[src/pfm_pkg.sv]
// Package: register map, field layout and reset values of the pin mux
package pfm_pkg;
    localparam logic [7:0] ADDR_P1_MODE_LOW  = 8'ha2;
    localparam logic [7:0] ADDR_P1_MODE_HIGH = 8'ha3;
    localparam logic [7:0] ADDR_P3_MODE_LOW  = 8'ha4;
    localparam logic [7:0] ADDR_P3_MODE_HIGH = 8'ha5;
    localparam logic [7:0] ADDR_PWM_ROUTE_A  = 8'ha6;
    localparam logic [7:0] ADDR_CHAN_SELECT  = 8'hae;
    localparam logic [7:0] ADDR_P0_IN_ENABLE = 8'haf;
    localparam logic [7:0] ADDR_PWM_ROUTE_B  = 8'hb6;
    localparam logic [7:0] ADDR_PWM_ROUTE_C  = 8'hb7;

    localparam logic [7:0] RST_MODE_REG      = 8'h55;
    localparam logic [7:0] RST_ROUTE         = 8'h00;
    localparam logic [7:0] RST_P0_IN_ENABLE  = 8'hff;
    localparam logic [7:0] RST_CHAN_SELECT   = 8'hf0;

    localparam logic [1:0] MODE_ANALOG       = 2'h3;

    localparam int CHAN_NIB_MSB = 7;
    localparam int CHAN_NIB_LSB = 4;
    localparam int CHAN_TOP_BIT = 3;
    localparam int REF_SEL_BIT  = 2;
    localparam int SDA_SEL_BIT  = 7;
    localparam int SCL_SEL_BIT  = 6;

    // Analog converter input codes
    localparam logic [4:0] CH_BANDGAP  = 5'h0c;
    localparam logic [4:0] CH_GROUND   = 5'h0e;
    localparam logic [4:0] CH_SUPPLY_4 = 5'h0f;

    typedef struct packed {
        logic [7:0] addr;
        logic [7:0] wdata;
        logic       wr;
        logic       rd;
    } pfm_bus_s;

    // Per-pin output drive: enable plus value for ports 0, 1 and 3
    typedef struct packed {
        logic [7:0] p0_en;
        logic [7:0] p0_val;
        logic [7:0] p1_en;
        logic [7:0] p1_val;
        logic [7:0] p3_en;
        logic [7:0] p3_val;
    } pfm_drive_s;

    typedef struct packed {
        logic [4:0] channel;
        logic       ref_bandgap;
        logic [1:0] bandgap_level;
        logic       ext_valid;
        logic       bandgap;
        logic       ground;
        logic       supply_quarter;
    } pfm_adc_s;
endpackage

[src/pfm_pin_mux.sv]
// Pin function, PWM routing and analog channel mux
//
// How it works
// - Port1 pins 0-3 have 2-bit modes, pin0 at bits 1:0, reset 01.
// - Port1 pins 4-7 have 2-bit modes in second register, reset 01.
// - Port1 mode 11 makes pins 0,1,3-7 analog; pin 2 stays digital.
// - Port3 pins 0-3 have 2-bit modes, same encoding, reset 01.
// - Port3 pins 4-7 have 2-bit modes in second register, reset 01.
// - Port3 mode 11 makes pins 0-4 analog; pins 5-7 never analog.
// - Route A bits 7-4 put PWM1 on P1.2, P0.6, P0.4, P0.2.
// - Route A bits 3,1 put ch0 negative on P3.6, P0.4; 2,0 positive.
// - Route B bits 7-4 put PWM4 on P3.6, P1.5, P0.4, P0.0.
// - Route B bits 3,2 put PWM3 on P3.4 and P1.0.
// - Route B bits 1,0 put PWM2 on P3.6 and P1.1.
// - Route C bits 5-3 put PWM6 on P1.3, P0.7, P0.3.
// - Route C bits 2-0 put PWM5 on P1.4, P0.6, P0.1.
// - Route C bit 7 picks I2C data pin: 0 P3.5, 1 P1.6.
// - Route C bit 6 picks I2C clock pin: 0 P1.3, 1 P0.2.
// - P0 input enables reset 1; cleared bit is analog except pin 6.
// - Channel is {bit 3, bits 7:4}; nibble resets 1111, top bit 0.
// - Codes 0-11 and 16-22 select external inputs on the listed port pins.
// - Code 12 bandgap, 14 ground, 15 supply/4; 13 and 23-31 reserved.
// - Bit 2 picks reference, bits 1:0 bandgap level; software avoids 1.22V.
//
// Chosen here: strobed register access.
`timescale 1ns/10ps

module pfm_pin_mux
    import pfm_pkg::*;
(
    input  wire logic       clk_in,
    input  wire logic       rst_n_in,
    input  wire pfm_bus_s   bus_in,
    output logic [7:0]      rdata_out,
    input  wire logic [6:0] pwm_in,
    input  wire logic       pwm0_neg_in,
    input  wire logic       i2c_sda_oe_in,
    input  wire logic       i2c_sda_o_in,
    input  wire logic       i2c_scl_oe_in,
    input  wire logic       i2c_scl_o_in,
    output pfm_drive_s      drive_out,
    output logic [15:0]     p1_mode_out,
    output logic [15:0]     p3_mode_out,
    output logic [7:0]      p0_din_enable_out,
    output logic [7:0]      p0_analog_out,
    output logic [7:0]      p1_analog_out,
    output logic [7:0]      p3_analog_out,
    output pfm_adc_s        adc_out
);

    // ------------------------------------------------------------
    // Registers
    // ------------------------------------------------------------
    logic [7:0] p1_mode_low;
    logic [7:0] p1_mode_high;
    logic [7:0] p3_mode_low;
    logic [7:0] p3_mode_high;
    logic [7:0] route_a;
    logic [7:0] route_b;
    logic [7:0] route_c;
    logic [7:0] p0_in_enable;
    logic [7:0] chan_select;

    wire logic wr = bus_in.wr;
    wire logic [7:0] wd = bus_in.wdata;

    always_ff @(posedge clk_in) begin
        if (!rst_n_in) begin
            p1_mode_low  <= RST_MODE_REG;
            p1_mode_high <= RST_MODE_REG;
            p3_mode_low  <= RST_MODE_REG;
            p3_mode_high <= RST_MODE_REG;
            route_a      <= RST_ROUTE;
            route_b      <= RST_ROUTE;
            route_c      <= RST_ROUTE;
            p0_in_enable <= RST_P0_IN_ENABLE;
            chan_select  <= RST_CHAN_SELECT;
        end else if (wr) begin
            unique case (bus_in.addr)
                ADDR_P1_MODE_LOW:  p1_mode_low  <= wd;
                ADDR_P1_MODE_HIGH: p1_mode_high <= wd;
                ADDR_P3_MODE_LOW:  p3_mode_low  <= wd;
                ADDR_P3_MODE_HIGH: p3_mode_high <= wd;
                ADDR_PWM_ROUTE_A:  route_a      <= wd;
                ADDR_PWM_ROUTE_B:  route_b      <= wd;
                ADDR_PWM_ROUTE_C:  route_c      <= wd;
                ADDR_P0_IN_ENABLE: p0_in_enable <= wd;
                ADDR_CHAN_SELECT:  chan_select  <= wd;
                default: ;
            endcase
        end
    end

    // ------------------------------------------------------------
    // Read path
    // ------------------------------------------------------------
    logic [7:0] read_mux;
    always_comb begin
        unique case (bus_in.addr)
            ADDR_P1_MODE_LOW:  read_mux = p1_mode_low;
            ADDR_P1_MODE_HIGH: read_mux = p1_mode_high;
            ADDR_P3_MODE_LOW:  read_mux = p3_mode_low;
            ADDR_P3_MODE_HIGH: read_mux = p3_mode_high;
            ADDR_PWM_ROUTE_A:  read_mux = route_a;
            ADDR_PWM_ROUTE_B:  read_mux = route_b;
            ADDR_PWM_ROUTE_C:  read_mux = route_c;
            ADDR_P0_IN_ENABLE: read_mux = p0_in_enable;
            ADDR_CHAN_SELECT:  read_mux = chan_select;
            default:           read_mux = 8'h00;
        endcase
    end

    always_ff @(posedge clk_in) begin
        if (!rst_n_in) begin
            rdata_out <= 8'h00;
        end else begin
            rdata_out <= bus_in.rd ? read_mux : 8'h00;
        end
    end

    // ------------------------------------------------------------
    // Next-state values seen by the pin logic
    // ------------------------------------------------------------
    // Written value bypasses the register so outputs change on the
    // same edge that completes the write.
    wire logic hit_p1l = wr && bus_in.addr == ADDR_P1_MODE_LOW;
    wire logic hit_p1h = wr && bus_in.addr == ADDR_P1_MODE_HIGH;
    wire logic hit_p3l = wr && bus_in.addr == ADDR_P3_MODE_LOW;
    wire logic hit_p3h = wr && bus_in.addr == ADDR_P3_MODE_HIGH;
    wire logic hit_ra  = wr && bus_in.addr == ADDR_PWM_ROUTE_A;
    wire logic hit_rb  = wr && bus_in.addr == ADDR_PWM_ROUTE_B;
    wire logic hit_rc  = wr && bus_in.addr == ADDR_PWM_ROUTE_C;
    wire logic hit_die = wr && bus_in.addr == ADDR_P0_IN_ENABLE;
    wire logic hit_ch  = wr && bus_in.addr == ADDR_CHAN_SELECT;

    wire logic [7:0] n_p1l = hit_p1l ? wd : p1_mode_low;
    wire logic [7:0] n_p1h = hit_p1h ? wd : p1_mode_high;
    wire logic [7:0] n_p3l = hit_p3l ? wd : p3_mode_low;
    wire logic [7:0] n_p3h = hit_p3h ? wd : p3_mode_high;
    wire logic [7:0] n_ra  = hit_ra ? wd : route_a;
    wire logic [7:0] n_rb  = hit_rb ? wd : route_b;
    wire logic [7:0] n_rc  = hit_rc ? wd : route_c;
    wire logic [7:0] n_die = hit_die ? wd : p0_in_enable;
    wire logic [7:0] n_ch  = hit_ch ? wd : chan_select;

    // ------------------------------------------------------------
    // Analog pin roles
    // ------------------------------------------------------------
    wire logic [15:0] p1m = {n_p1h, n_p1l};
    wire logic [15:0] p3m = {n_p3h, n_p3l};
    logic [7:0] p1_is_mode3;
    logic [7:0] p3_is_mode3;
    always_comb begin
        for (int i = 0; i < 8; i++) begin
            p1_is_mode3[i] = (p1m[2*i +: 2] == MODE_ANALOG);
            p3_is_mode3[i] = (p3m[2*i +: 2] == MODE_ANALOG);
        end
    end
    wire logic [7:0] next_p1_analog = p1_is_mode3 & 8'hfb;
    wire logic [7:0] next_p3_analog = p3_is_mode3 & 8'h1f;
    wire logic [7:0] next_p0_analog = ~n_die & 8'hbf;

    // ------------------------------------------------------------
    // Serial pin selects
    // ------------------------------------------------------------
    wire logic sda_alt    = n_rc[SDA_SEL_BIT];
    wire logic scl_alt    = n_rc[SCL_SEL_BIT];
    wire logic sda_on_p35 = !sda_alt && i2c_sda_oe_in;
    wire logic scl_on_p13 = !scl_alt && i2c_scl_oe_in;

    // ------------------------------------------------------------
    // Port0 routing, fixed priority on shared pins
    // ------------------------------------------------------------
    logic [7:0] p0_en;
    logic [7:0] p0_v;
    always_comb begin
        p0_en = 8'h00;
        p0_v  = 8'h00;
        // P0.0
        if (n_rb[4]) begin
            p0_en[0] = 1'b1;
            p0_v[0]  = pwm_in[4];
        end
        // P0.1
        if (n_rc[0]) begin
            p0_en[1] = 1'b1;
            p0_v[1]  = pwm_in[5];
        end
        // P0.2: I2C clock first, then PWM1
        if (scl_alt) begin
            p0_en[2] = i2c_scl_oe_in;
            p0_v[2]  = i2c_scl_o_in;
        end else if (n_ra[4]) begin
            p0_en[2] = 1'b1;
            p0_v[2]  = pwm_in[1];
        end
        // P0.3: ch0 positive over PWM6
        if (n_ra[0]) begin
            p0_en[3] = 1'b1;
            p0_v[3]  = pwm_in[0];
        end else if (n_rc[3]) begin
            p0_en[3] = 1'b1;
            p0_v[3]  = pwm_in[6];
        end
        // P0.4: ch0 negative, PWM1, PWM4 in that order
        if (n_ra[1]) begin
            p0_en[4] = 1'b1;
            p0_v[4]  = pwm0_neg_in;
        end else if (n_ra[5]) begin
            p0_en[4] = 1'b1;
            p0_v[4]  = pwm_in[1];
        end else if (n_rb[5]) begin
            p0_en[4] = 1'b1;
            p0_v[4]  = pwm_in[4];
        end
        // P0.6: PWM5 over PWM1
        if (n_rc[1]) begin
            p0_en[6] = 1'b1;
            p0_v[6]  = pwm_in[5];
        end else if (n_ra[6]) begin
            p0_en[6] = 1'b1;
            p0_v[6]  = pwm_in[1];
        end
        // P0.7
        if (n_rc[4]) begin
            p0_en[7] = 1'b1;
            p0_v[7]  = pwm_in[6];
        end
    end

    // ------------------------------------------------------------
    // Port1 routing
    // ------------------------------------------------------------
    logic [7:0] p1_en;
    logic [7:0] p1_v;
    always_comb begin
        p1_en = 8'h00;
        p1_v  = 8'h00;
        if (n_rb[2]) begin
            p1_en[0] = 1'b1;
            p1_v[0]  = pwm_in[3];
        end
        if (n_rb[0]) begin
            p1_en[1] = 1'b1;
            p1_v[1]  = pwm_in[2];
        end
        if (n_ra[7]) begin
            p1_en[2] = 1'b1;
            p1_v[2]  = pwm_in[1];
        end
        // P1.3: I2C clock default pin, else PWM6
        if (scl_on_p13) begin
            p1_en[3] = 1'b1;
            p1_v[3]  = i2c_scl_o_in;
        end else if (n_rc[5]) begin
            p1_en[3] = 1'b1;
            p1_v[3]  = pwm_in[6];
        end
        if (n_rc[2]) begin
            p1_en[4] = 1'b1;
            p1_v[4]  = pwm_in[5];
        end
        if (n_rb[6]) begin
            p1_en[5] = 1'b1;
            p1_v[5]  = pwm_in[4];
        end
        // P1.6 alternate I2C data pin
        if (sda_alt) begin
            p1_en[6] = i2c_sda_oe_in;
            p1_v[6]  = i2c_sda_o_in;
        end
    end

    // ------------------------------------------------------------
    // Port3 routing
    // ------------------------------------------------------------
    logic [7:0] p3_en;
    logic [7:0] p3_v;
    always_comb begin
        p3_en = 8'h00;
        p3_v  = 8'h00;
        if (n_rb[3]) begin
            p3_en[4] = 1'b1;
            p3_v[4]  = pwm_in[3];
        end
        // P3.5: I2C data default pin, else ch0 positive
        if (sda_on_p35) begin
            p3_en[5] = 1'b1;
            p3_v[5]  = i2c_sda_o_in;
        end else if (n_ra[2]) begin
            p3_en[5] = 1'b1;
            p3_v[5]  = pwm_in[0];
        end
        // P3.6: PWM2, ch0 negative, PWM4 in that order
        if (n_rb[1]) begin
            p3_en[6] = 1'b1;
            p3_v[6]  = pwm_in[2];
        end else if (n_ra[3]) begin
            p3_en[6] = 1'b1;
            p3_v[6]  = pwm0_neg_in;
        end else if (n_rb[7]) begin
            p3_en[6] = 1'b1;
            p3_v[6]  = pwm_in[4];
        end
    end

    // ------------------------------------------------------------
    // Analog channel decode
    // ------------------------------------------------------------
    wire logic [4:0] next_chan = {n_ch[CHAN_TOP_BIT],
                                  n_ch[CHAN_NIB_MSB:CHAN_NIB_LSB]};
    wire logic ext_low  = next_chan <= 5'h0b;
    wire logic ext_high = next_chan >= 5'h10 && next_chan <= 5'h16;
    wire logic next_ext = ext_low || ext_high;
    pfm_adc_s next_adc;
    always_comb begin
        next_adc.channel        = next_chan;
        next_adc.ref_bandgap    = n_ch[REF_SEL_BIT];
        next_adc.bandgap_level  = n_ch[1:0];
        next_adc.ext_valid      = next_ext;
        next_adc.bandgap        = next_chan == CH_BANDGAP;
        next_adc.ground         = next_chan == CH_GROUND;
        next_adc.supply_quarter = next_chan == CH_SUPPLY_4;
    end

    // ------------------------------------------------------------
    // Registered outputs
    // ------------------------------------------------------------
    localparam pfm_adc_s ADC_RESET = '{
        channel:        {RST_CHAN_SELECT[CHAN_TOP_BIT],
                         RST_CHAN_SELECT[CHAN_NIB_MSB:CHAN_NIB_LSB]},
        ref_bandgap:    RST_CHAN_SELECT[REF_SEL_BIT],
        bandgap_level:  RST_CHAN_SELECT[1:0],
        ext_valid:      1'b0,
        bandgap:        1'b0,
        ground:         1'b0,
        supply_quarter: 1'b1
    };

    always_ff @(posedge clk_in) begin
        if (!rst_n_in) begin
            drive_out         <= '0;
            p1_mode_out       <= {RST_MODE_REG, RST_MODE_REG};
            p3_mode_out       <= {RST_MODE_REG, RST_MODE_REG};
            p0_din_enable_out <= RST_P0_IN_ENABLE;
            p0_analog_out     <= 8'h00;
            p1_analog_out     <= 8'h00;
            p3_analog_out     <= 8'h00;
            adc_out           <= ADC_RESET;
        end else begin
            drive_out         <= '{p0_en, p0_v, p1_en, p1_v, p3_en, p3_v};
            p1_mode_out       <= p1m;
            p3_mode_out       <= p3m;
            p0_din_enable_out <= n_die;
            p0_analog_out     <= next_p0_analog;
            p1_analog_out     <= next_p1_analog;
            p3_analog_out     <= next_p3_analog;
            adc_out           <= next_adc;
        end
    end

endmodule

[config.mk]
export PLATFORM = sky130hd
export DESIGN_NAME = pfm_pin_mux
export DESIGN_NICKNAME = d
export VERILOG_FILES = /design/src/pfm_pkg.sv /design/src/pfm_pin_mux.sv
export SDC_FILE = /design/constraint.sdc
export NUM_CORES = 1
export LEC_CHECK = 0
export BUFFER_PORTS_ARGS = -buffer_cell sky130_fd_sc_hd__clkbuf_2
export CORE_UTILIZATION = 25
export CTS_BUF_LIST = sky130_fd_sc_hd__clkbuf_8
export CTS_CLUSTER_SIZE = 10
export DETAILED_ROUTE_END_ITERATION = 8
export MAX_ROUTING_LAYER = met4
export PLACE_DENSITY = 0.49
export REMOVE_ABC_BUFFERS = 1
export SLEW_MARGIN = 25
export SYNTH_ARGS = -nofsm -noshare
export SYNTH_HDL_FRONTEND = slang
export SYNTH_SLANG_ARGS = --single-unit
[constraint.sdc]
create_clock -name clk_in -period 1.56 [get_ports clk_in]
set_input_delay 0.078 -clock clk_in [delete_from_list [all_inputs] [get_ports clk_in]]
set_output_delay 0.078 -clock clk_in [all_outputs]
set_load 0.05 [all_outputs]
==> results.cfg, run 1 <==
[floorplan]
io_pins = 164
core_region_area_um2 = 25200
initial_utilization = 0.255
row_count = 58
die_y_um = 162
die_w_um = 162
die-area_um2 = 26300

[layout]
layout.nets = 885
drive_gt1_frac = 0.320
fin_cells = 1196
final_util = 0.336
area_growth_pct = 31.8
diodes = 0

[cts]
cts-root-buf = clkbuf_8
worst_skew_pair.late_latency_ps = 460
clk_pin_slew_ps = 100
cts_tree = yes
cts_setup_buffers = 0
cts_buffers = 17
cts.path.max_buffers = 2
clock-sinks = 185
h-tree-depth = 4
post_cts_resize_count = 0

[synth]
ys_types = 48
ys_warn_count = 0
yosysTopAreaCellShare = 0.577
ys_ff_latch = 185
yosysMostFrequentCell = dfxtp_1
synthArstFlopShare = 0
synthTopCellsByCount = dfxtp_1, nand2_1, nor2_1
synth_area_leader_cell = dfxtp_1
synth_area_leaders = dfxtp_1, mux2i_1, nand2_1, nor2_1, mux2_2
synthesis.area_um2 = 6420
postSynthAreaPerCell_um2 = 10.0
yosysSeqAreaShare = 0.577
synth_edf_count = 0
syn_inst = 640
synthFlopType = dfxtp_1

[detailed_routing]
routed_wl_um = 20600
ant_nets = 0
routed_via_density = 4.41
drt-initial-drc-count = 313
dr.pass1.iters = 5
wire_per_inst_um = 17.2
vias = 5270
drcViolationCount = 0

[place]
globalplace.congestion = 0.876
dp_hpwl_um = 15400
place_ws_ps = -179
portBuffers = 144
dp_cells = 1152

[sta]
clock_skew_ps = 8.44
fin_crit_sh = 0.848
clock.fmax_mhz = 756
rsz0062_at_grt = false
finalSetupViolations = 0
final.min_clock_period_ps = 1320
setup_tns_ps = 0
holdWs_ps = 47.7
hold_viol_final = 0
fin_ws_ps = 238
drv_slew = 0

[critical_path]
required_ps = 1940
critPathArrivalTime_ps = 1700
r2r_setup_slack_ps = 260
path_class = in2reg
worstReg2RegStart = p3_mode_low[2]$_SDFFE_PN1P_
crit_chain = clkbuf_2 -> nand4bb_1 -> or3_1 -> nor3b_1 -> buf_4 -> nand2_1 -> a21oi_1
start_kind = input pin
critPathSlowestCell = or3_1
cp_slowest_stage_delay_ps = 480
critPathBufInv = 2
cp-end-kind = register
r2r_end = rdata_out[2]$_SDFF_PN0_
critical_path.top_delay_family = simple AND/OR/NAND/NOR gates
reg2reg_depth = 3
cp_max_fo = 11

[run]
cap_violations = 0

[power_and_ir_drop]
p_per_area_nw_per_um2 = 996
peakVddDrop_uv = 486
p_leak_uw = 0.00388

[worst_hold_path]
min_to = p1_mode_low[7]$_SDFFE_PN0P_
min_from = bus_in[9]
worstHoldPathType = in2reg
holdPathStages = 3

[grt]
grt-ovfl-total = 0
grt_pass1_wl_um = 30900
track_usage = 0.164
grt_start_max_net_pins = 31
antenna_found_initial = 0
grt_pass1_vias = 5278

[status]
status = finished clean
[kinds of logic (layout without fill, tap and decap cells)]
family	after synthesis	in the layout	share of synthesized area
AND/OR/NAND/NOR	232	232	0.170
flip-flops	185	185	0.577
AO/OA/AOI/OAI	92	92	0.0962
multiplexers	66	66	0.106
buffers and inverters	64	272	0.0501
other	1	19	0.000584
[flip-flops by register name (all words and copies together) (netlist names), 12 cells and up]
register / cells
p1_mode_out: 16
drive_out: 34
adc_out: 12
p3_mode_out: 16
[layout by cell type, fill, tap and decap left out, types with 4 or more instances in the layout]
master,instances
and3_1,10
and2_1,15
mux2_2,15
nand3b_1,5
nor3b_1,6
a31oi_1,20
inv_1,4
nor2_1,64
o21ai_0,11
dfxtp_1,185
clkbuf_8,19
conb_1,19
nor3_1,6
a22o_1,8
a22oi_1,4
nand3_1,27
mux2i_1,50
buf_12,4
buf_4,75
dlygate4sd3_1,12
a21oi_1,23
clkbuf_2,144
a32oi_1,8
nand2_1,84
[per-stage QoR]
stage | power [uW] | cell area (um^2)
floorplan | 5080 | 6190
global placement | 5380 | 7970
detailed placement | 5380 | 7970
CTS | 8540 | 8470
global route | 8770 | 8470
finish | 8430 | 8470
[worst max path at each step]
stage / from / endpoint / depth (start not counted)
after floorplan: bus_in[15] / drive_out[35]$_SDFF_PN0_ / 5
after global placement: bus_in[14] / p3_mode_out[11]$_SDFF_PN0_ / 7
after detailed placement: bus_in[14] / p3_mode_out[7]$_SDFF_PN0_ / 7
after CTS: p3_mode_low[2]$_SDFFE_PN1P_ / rdata_out[2]$_SDFF_PN0_ / 3
after global routing: p3_mode_low[2]$_SDFFE_PN1P_ / rdata_out[2]$_SDFF_PN0_ / 3
final: bus_in[14] / p3_mode_out[7]$_SDFF_PN0_ / 7
[area by class of cell]
type	count	area (um^2)
Clock inverter	13	120
Sequential cell	185	3700
Clock buffer	19	262
Fill cell	2589	16700
Inverter	5	18.8
Multi-Input combinational cell	409	2470
Timing Repair Buffer	235	1480
Tap cell	330	413
[routing by layer]
metal / GRT usage / up-vias / routed length (um)
met5: - / - / 0
met2: 0.251 / 184 / 9370
met4: 0.0583 / 0 / 478
met3: 0.0360 / 24 / 1090
met1: 0.211 / 2467 / 9670
li1: - / 2595 / -
[report_power, final]
part           internal (uW)  switching, uW
Combinational            169            385
Clock                   1360           1780
Sequential              4730           5.04
Total                   6260           2170
[tightest hold or removal path: stages]
cell,delay [ps]
clkbuf_2,210
nand2_1,100
a21oi_1,70
[timing repair]
action	4_1_cts	5_1_grt
endpoints found under the setup margin	0	0
endpoints found under the hold margin	21	0
hold buffers	12	0
Note: power is estimated with default switching activity, not from simulation.
==> run 2: changes to the inputs <==
- ABC_AREA: not set -> 1
- clock period: 1.56 -> 1.2 ns (I/O delays scaled with it)
==> results.cfg, run 2 <==
[status]
status = finished clean

[cts]
cts-root-buf = clkbuf_8
clock-sinks = 185
cts_tree = yes
h-tree-depth = 4
cts.path.max_buffers = 2
cts_buffers = 17
clk_pin_slew_ps = 100
worst_skew_pair.late_latency_ps = 480

[layout]
drive_gt1_frac = 0.291
layout.nets = 1032
layout_common_cells = dfxtp_1, nand2_1, clkbuf_2, inv_1, buf_4
area_growth_pct = 35.6
diodes = 0
layout_commonest_cell = dfxtp_1
fillers = 2644
reg_top3 = drive_out (34), p1_mode_out (16), p3_mode_out (16)
fin_cells = 1337
regMostFlops = drive_out
largest_reg_flops = 34

[critical_path]
cp-end-kind = output pin
critical_path.top_delay_family = flip-flops
critPathSlowestCell = dfxtp_1
crit_chain = clkbuf_4
start_kind = register
critPathBufInv = 1
cp_max_fo = 1
cp_slowest_stage_delay_ps = 380
reg2reg_depth = 6
path_class = reg2out
required_ps = 1140
critPathArrivalTime_ps = 1100
worstReg2RegStart = route_a[1]$_SDFFE_PN0P_
r2r_end = drive_out[44]$_SDFF_PN0_
r2r_setup_slack_ps = 100

[place]
dp_hpwl_um = 16000
portBuffers = 144
dp_cells = 1288
globalplace.congestion = 0.909

[detailed_routing]
drt-initial-drc-count = 331
drcViolationCount = 0
dr.pass1.iters = 5
ant_nets = 0
routed_via_density = 4.14
vias = 5530
routed_wl_um = 20500
wire_per_inst_um = 15.4

[synth]
synthXorXnorAreaFrac = 0
ys_ff_latch = 185
yosysSeqAreaShare = 0.588
synthAdderAreaFrac = 0
ys_types = 29
yosysMostFrequentCell = dfxtp_1
synth_top_family_by_area = simple AND/OR/NAND/NOR gates
synth_edf_count = 0
synth_area_leaders = dfxtp_1, nand2_1, inv_1, nor2_1, o21ai_0
postSynthAreaPerCell_um2 = 8.32
synth_area_leader_cell = dfxtp_1
yosys.area_share.simple = 0.231
synthTopCellsByCount = dfxtp_1, nand2_1, inv_1
synthesis.area_um2 = 6300
synthArstFlopShare = 0
synthFlopType = dfxtp_1
synth-compound-area-share = 0.0840
syn_inst = 758
yosysTopAreaCellShare = 0.588
synthMuxAreaShare = 0
ys_warn_count = 0

[floorplan]
initial_utilization = 0.257
core_region_area_um2 = 24500
io_pins = 164
row_count = 57
die_y_um = 161
die-area_um2 = 25900
die_w_um = 161

[grt]
grt.busiest_layer = met2
grt.met2_usage = 0.257
grt_start_max_net_pins = 24
antenna_found_initial = 0
track_usage = 0.167
grt_pass1_wl_um = 31000
grt_pass1_vias = 5481
grt-ovfl-total = 0
grtUsageMet1 = 0.222
met3_usage = 0.0313

[worst_hold_path]
holdPathStages = 3
worstHoldPathType = in2reg
min_to = rdata_out[4]$_SDFF_PN0_
min_from = bus_in[0]

[power_and_ir_drop]
seqPwrFrac = 0.556
p_per_area_nw_per_um2 = 1300
pwr-share-clk = 0.383
p_leak_uw = 0.00414
peakVddDrop_uv = 581
pwr-share-comb = 0.061
finalPower_uw = 11100
p_switching_uw = 2920
swShare = 0.263
intPower_uw = 8170

[sta]
hold_viol_final = 0
final.min_clock_period_ps = 1160
clock_skew_ps = 16.7
fin_crit_sh = 0.970
clock.fmax_mhz = 859
drv_slew = 0
setup_tns_ps = 0
finalSetupViolations = 0

[run]
cap_violations = 0
==> run 2: cell count changes after synthesis, moves of 12 or more <==
cell,before,now
inv_1,4,95
nand2_1,84,159
mux2i_1,50,0
o21ai_0,11,52
clkbuf_1,29,9
nand3_1,27,47
nor2_1,64,81
a31oi_1,20,4
mux2_2,15,0
and2_1,15,1
nor3_1,6,18
==> run 2: area by class of cell <==
cell class                 count  area [um^2]  share of cell area
clock buffer                  19          262              0.0306
tap                          324          405              0.0474
sequential                   185         3700               0.433
timing repair buffer         243         1580               0.185
timing repair inverter         1         7.51            0.000878
multi-input combinational    455         2090               0.244
clock inverter                13          134              0.0157
inverter                      97          364              0.0426
==> run 2: cells by family (layout without fill, tap and decap cells) <==
group | count (synthesis) | in the layout
AOI/OAI and AO/OA | 98 | 98
and+or+nand+nor | 338 | 338
other | 1 | 19
DFF | 185 | 185
buffers and inverters | 136 | 373
==> run 2: worst max path at each step <==
stage / startpoint / cells after the start / slack, ps / to
final: rdata_out[3]$_SDFF_PN0_ / 1 / 40 / rdata_out[3]
after global routing: bus_in[16] / 9 / -3 / p3_mode_out[2]$_SDFF_PN1_
after CTS: drive_out[21]$_SDFF_PN0_ / 1 / 3 / drive_out[21]
after detailed placement: bus_in[13] / 11 / -430 / drive_out[39]$_SDFF_PN0_
after global placement: bus_in[16] / 11 / -430 / adc_out[0]$_SDFF_PN1_
after floorplan: bus_in[16] / 8 / -550 / drive_out[36]$_SDFF_PN0_
==> run 2: what timing repair did <==
action / in CTS / in global routing
buffers inserted: 0 / 3
endpoints found under the setup margin: 11 / 41
hold endpoints to repair: 39 / 0
hold buffers: 13 / 0
cloned: 0 / 1
gates resized for setup: 14 / 27
pin swaps: 0 / 2
==> run 2: through the flow <==
stage / area [um^2] / setup slack [ps] / hold WS, ps / util
2_1_floorplan: 6120 / -548 / 129 / -
3_3_place_gp: 7910 / -429 / 280 / 0.322
3_5_place_dp: 7910 / -431 / 280 / 0.322
4_1_cts: 8480 / 2.64 / 10.3 / 0.346
5_1_grt: 8550 / -3.12 / 34.5 / 0.348
6_report: 8550 / 35.7 / 34.1 / 0.348
==> run 2: power by group through the flow <==
stage                     Clock [uW]  Combinational (uW)  Sequential, uW
final                           4250                 678            6160
after global routing            4620                 721            6170
after CTS                       4380                 673            6170
after detailed placement           0                 634            6310
after global placement             0                 633            6310
after floorplan                    0                 255            6360
==> run 2: per-layer routing <==
layer,vias up,share of wire
met3,18,0.046
met1,2528,0.49
met5,-,0
met4,0,0.015
li1,2832,-
met2,152,0.45
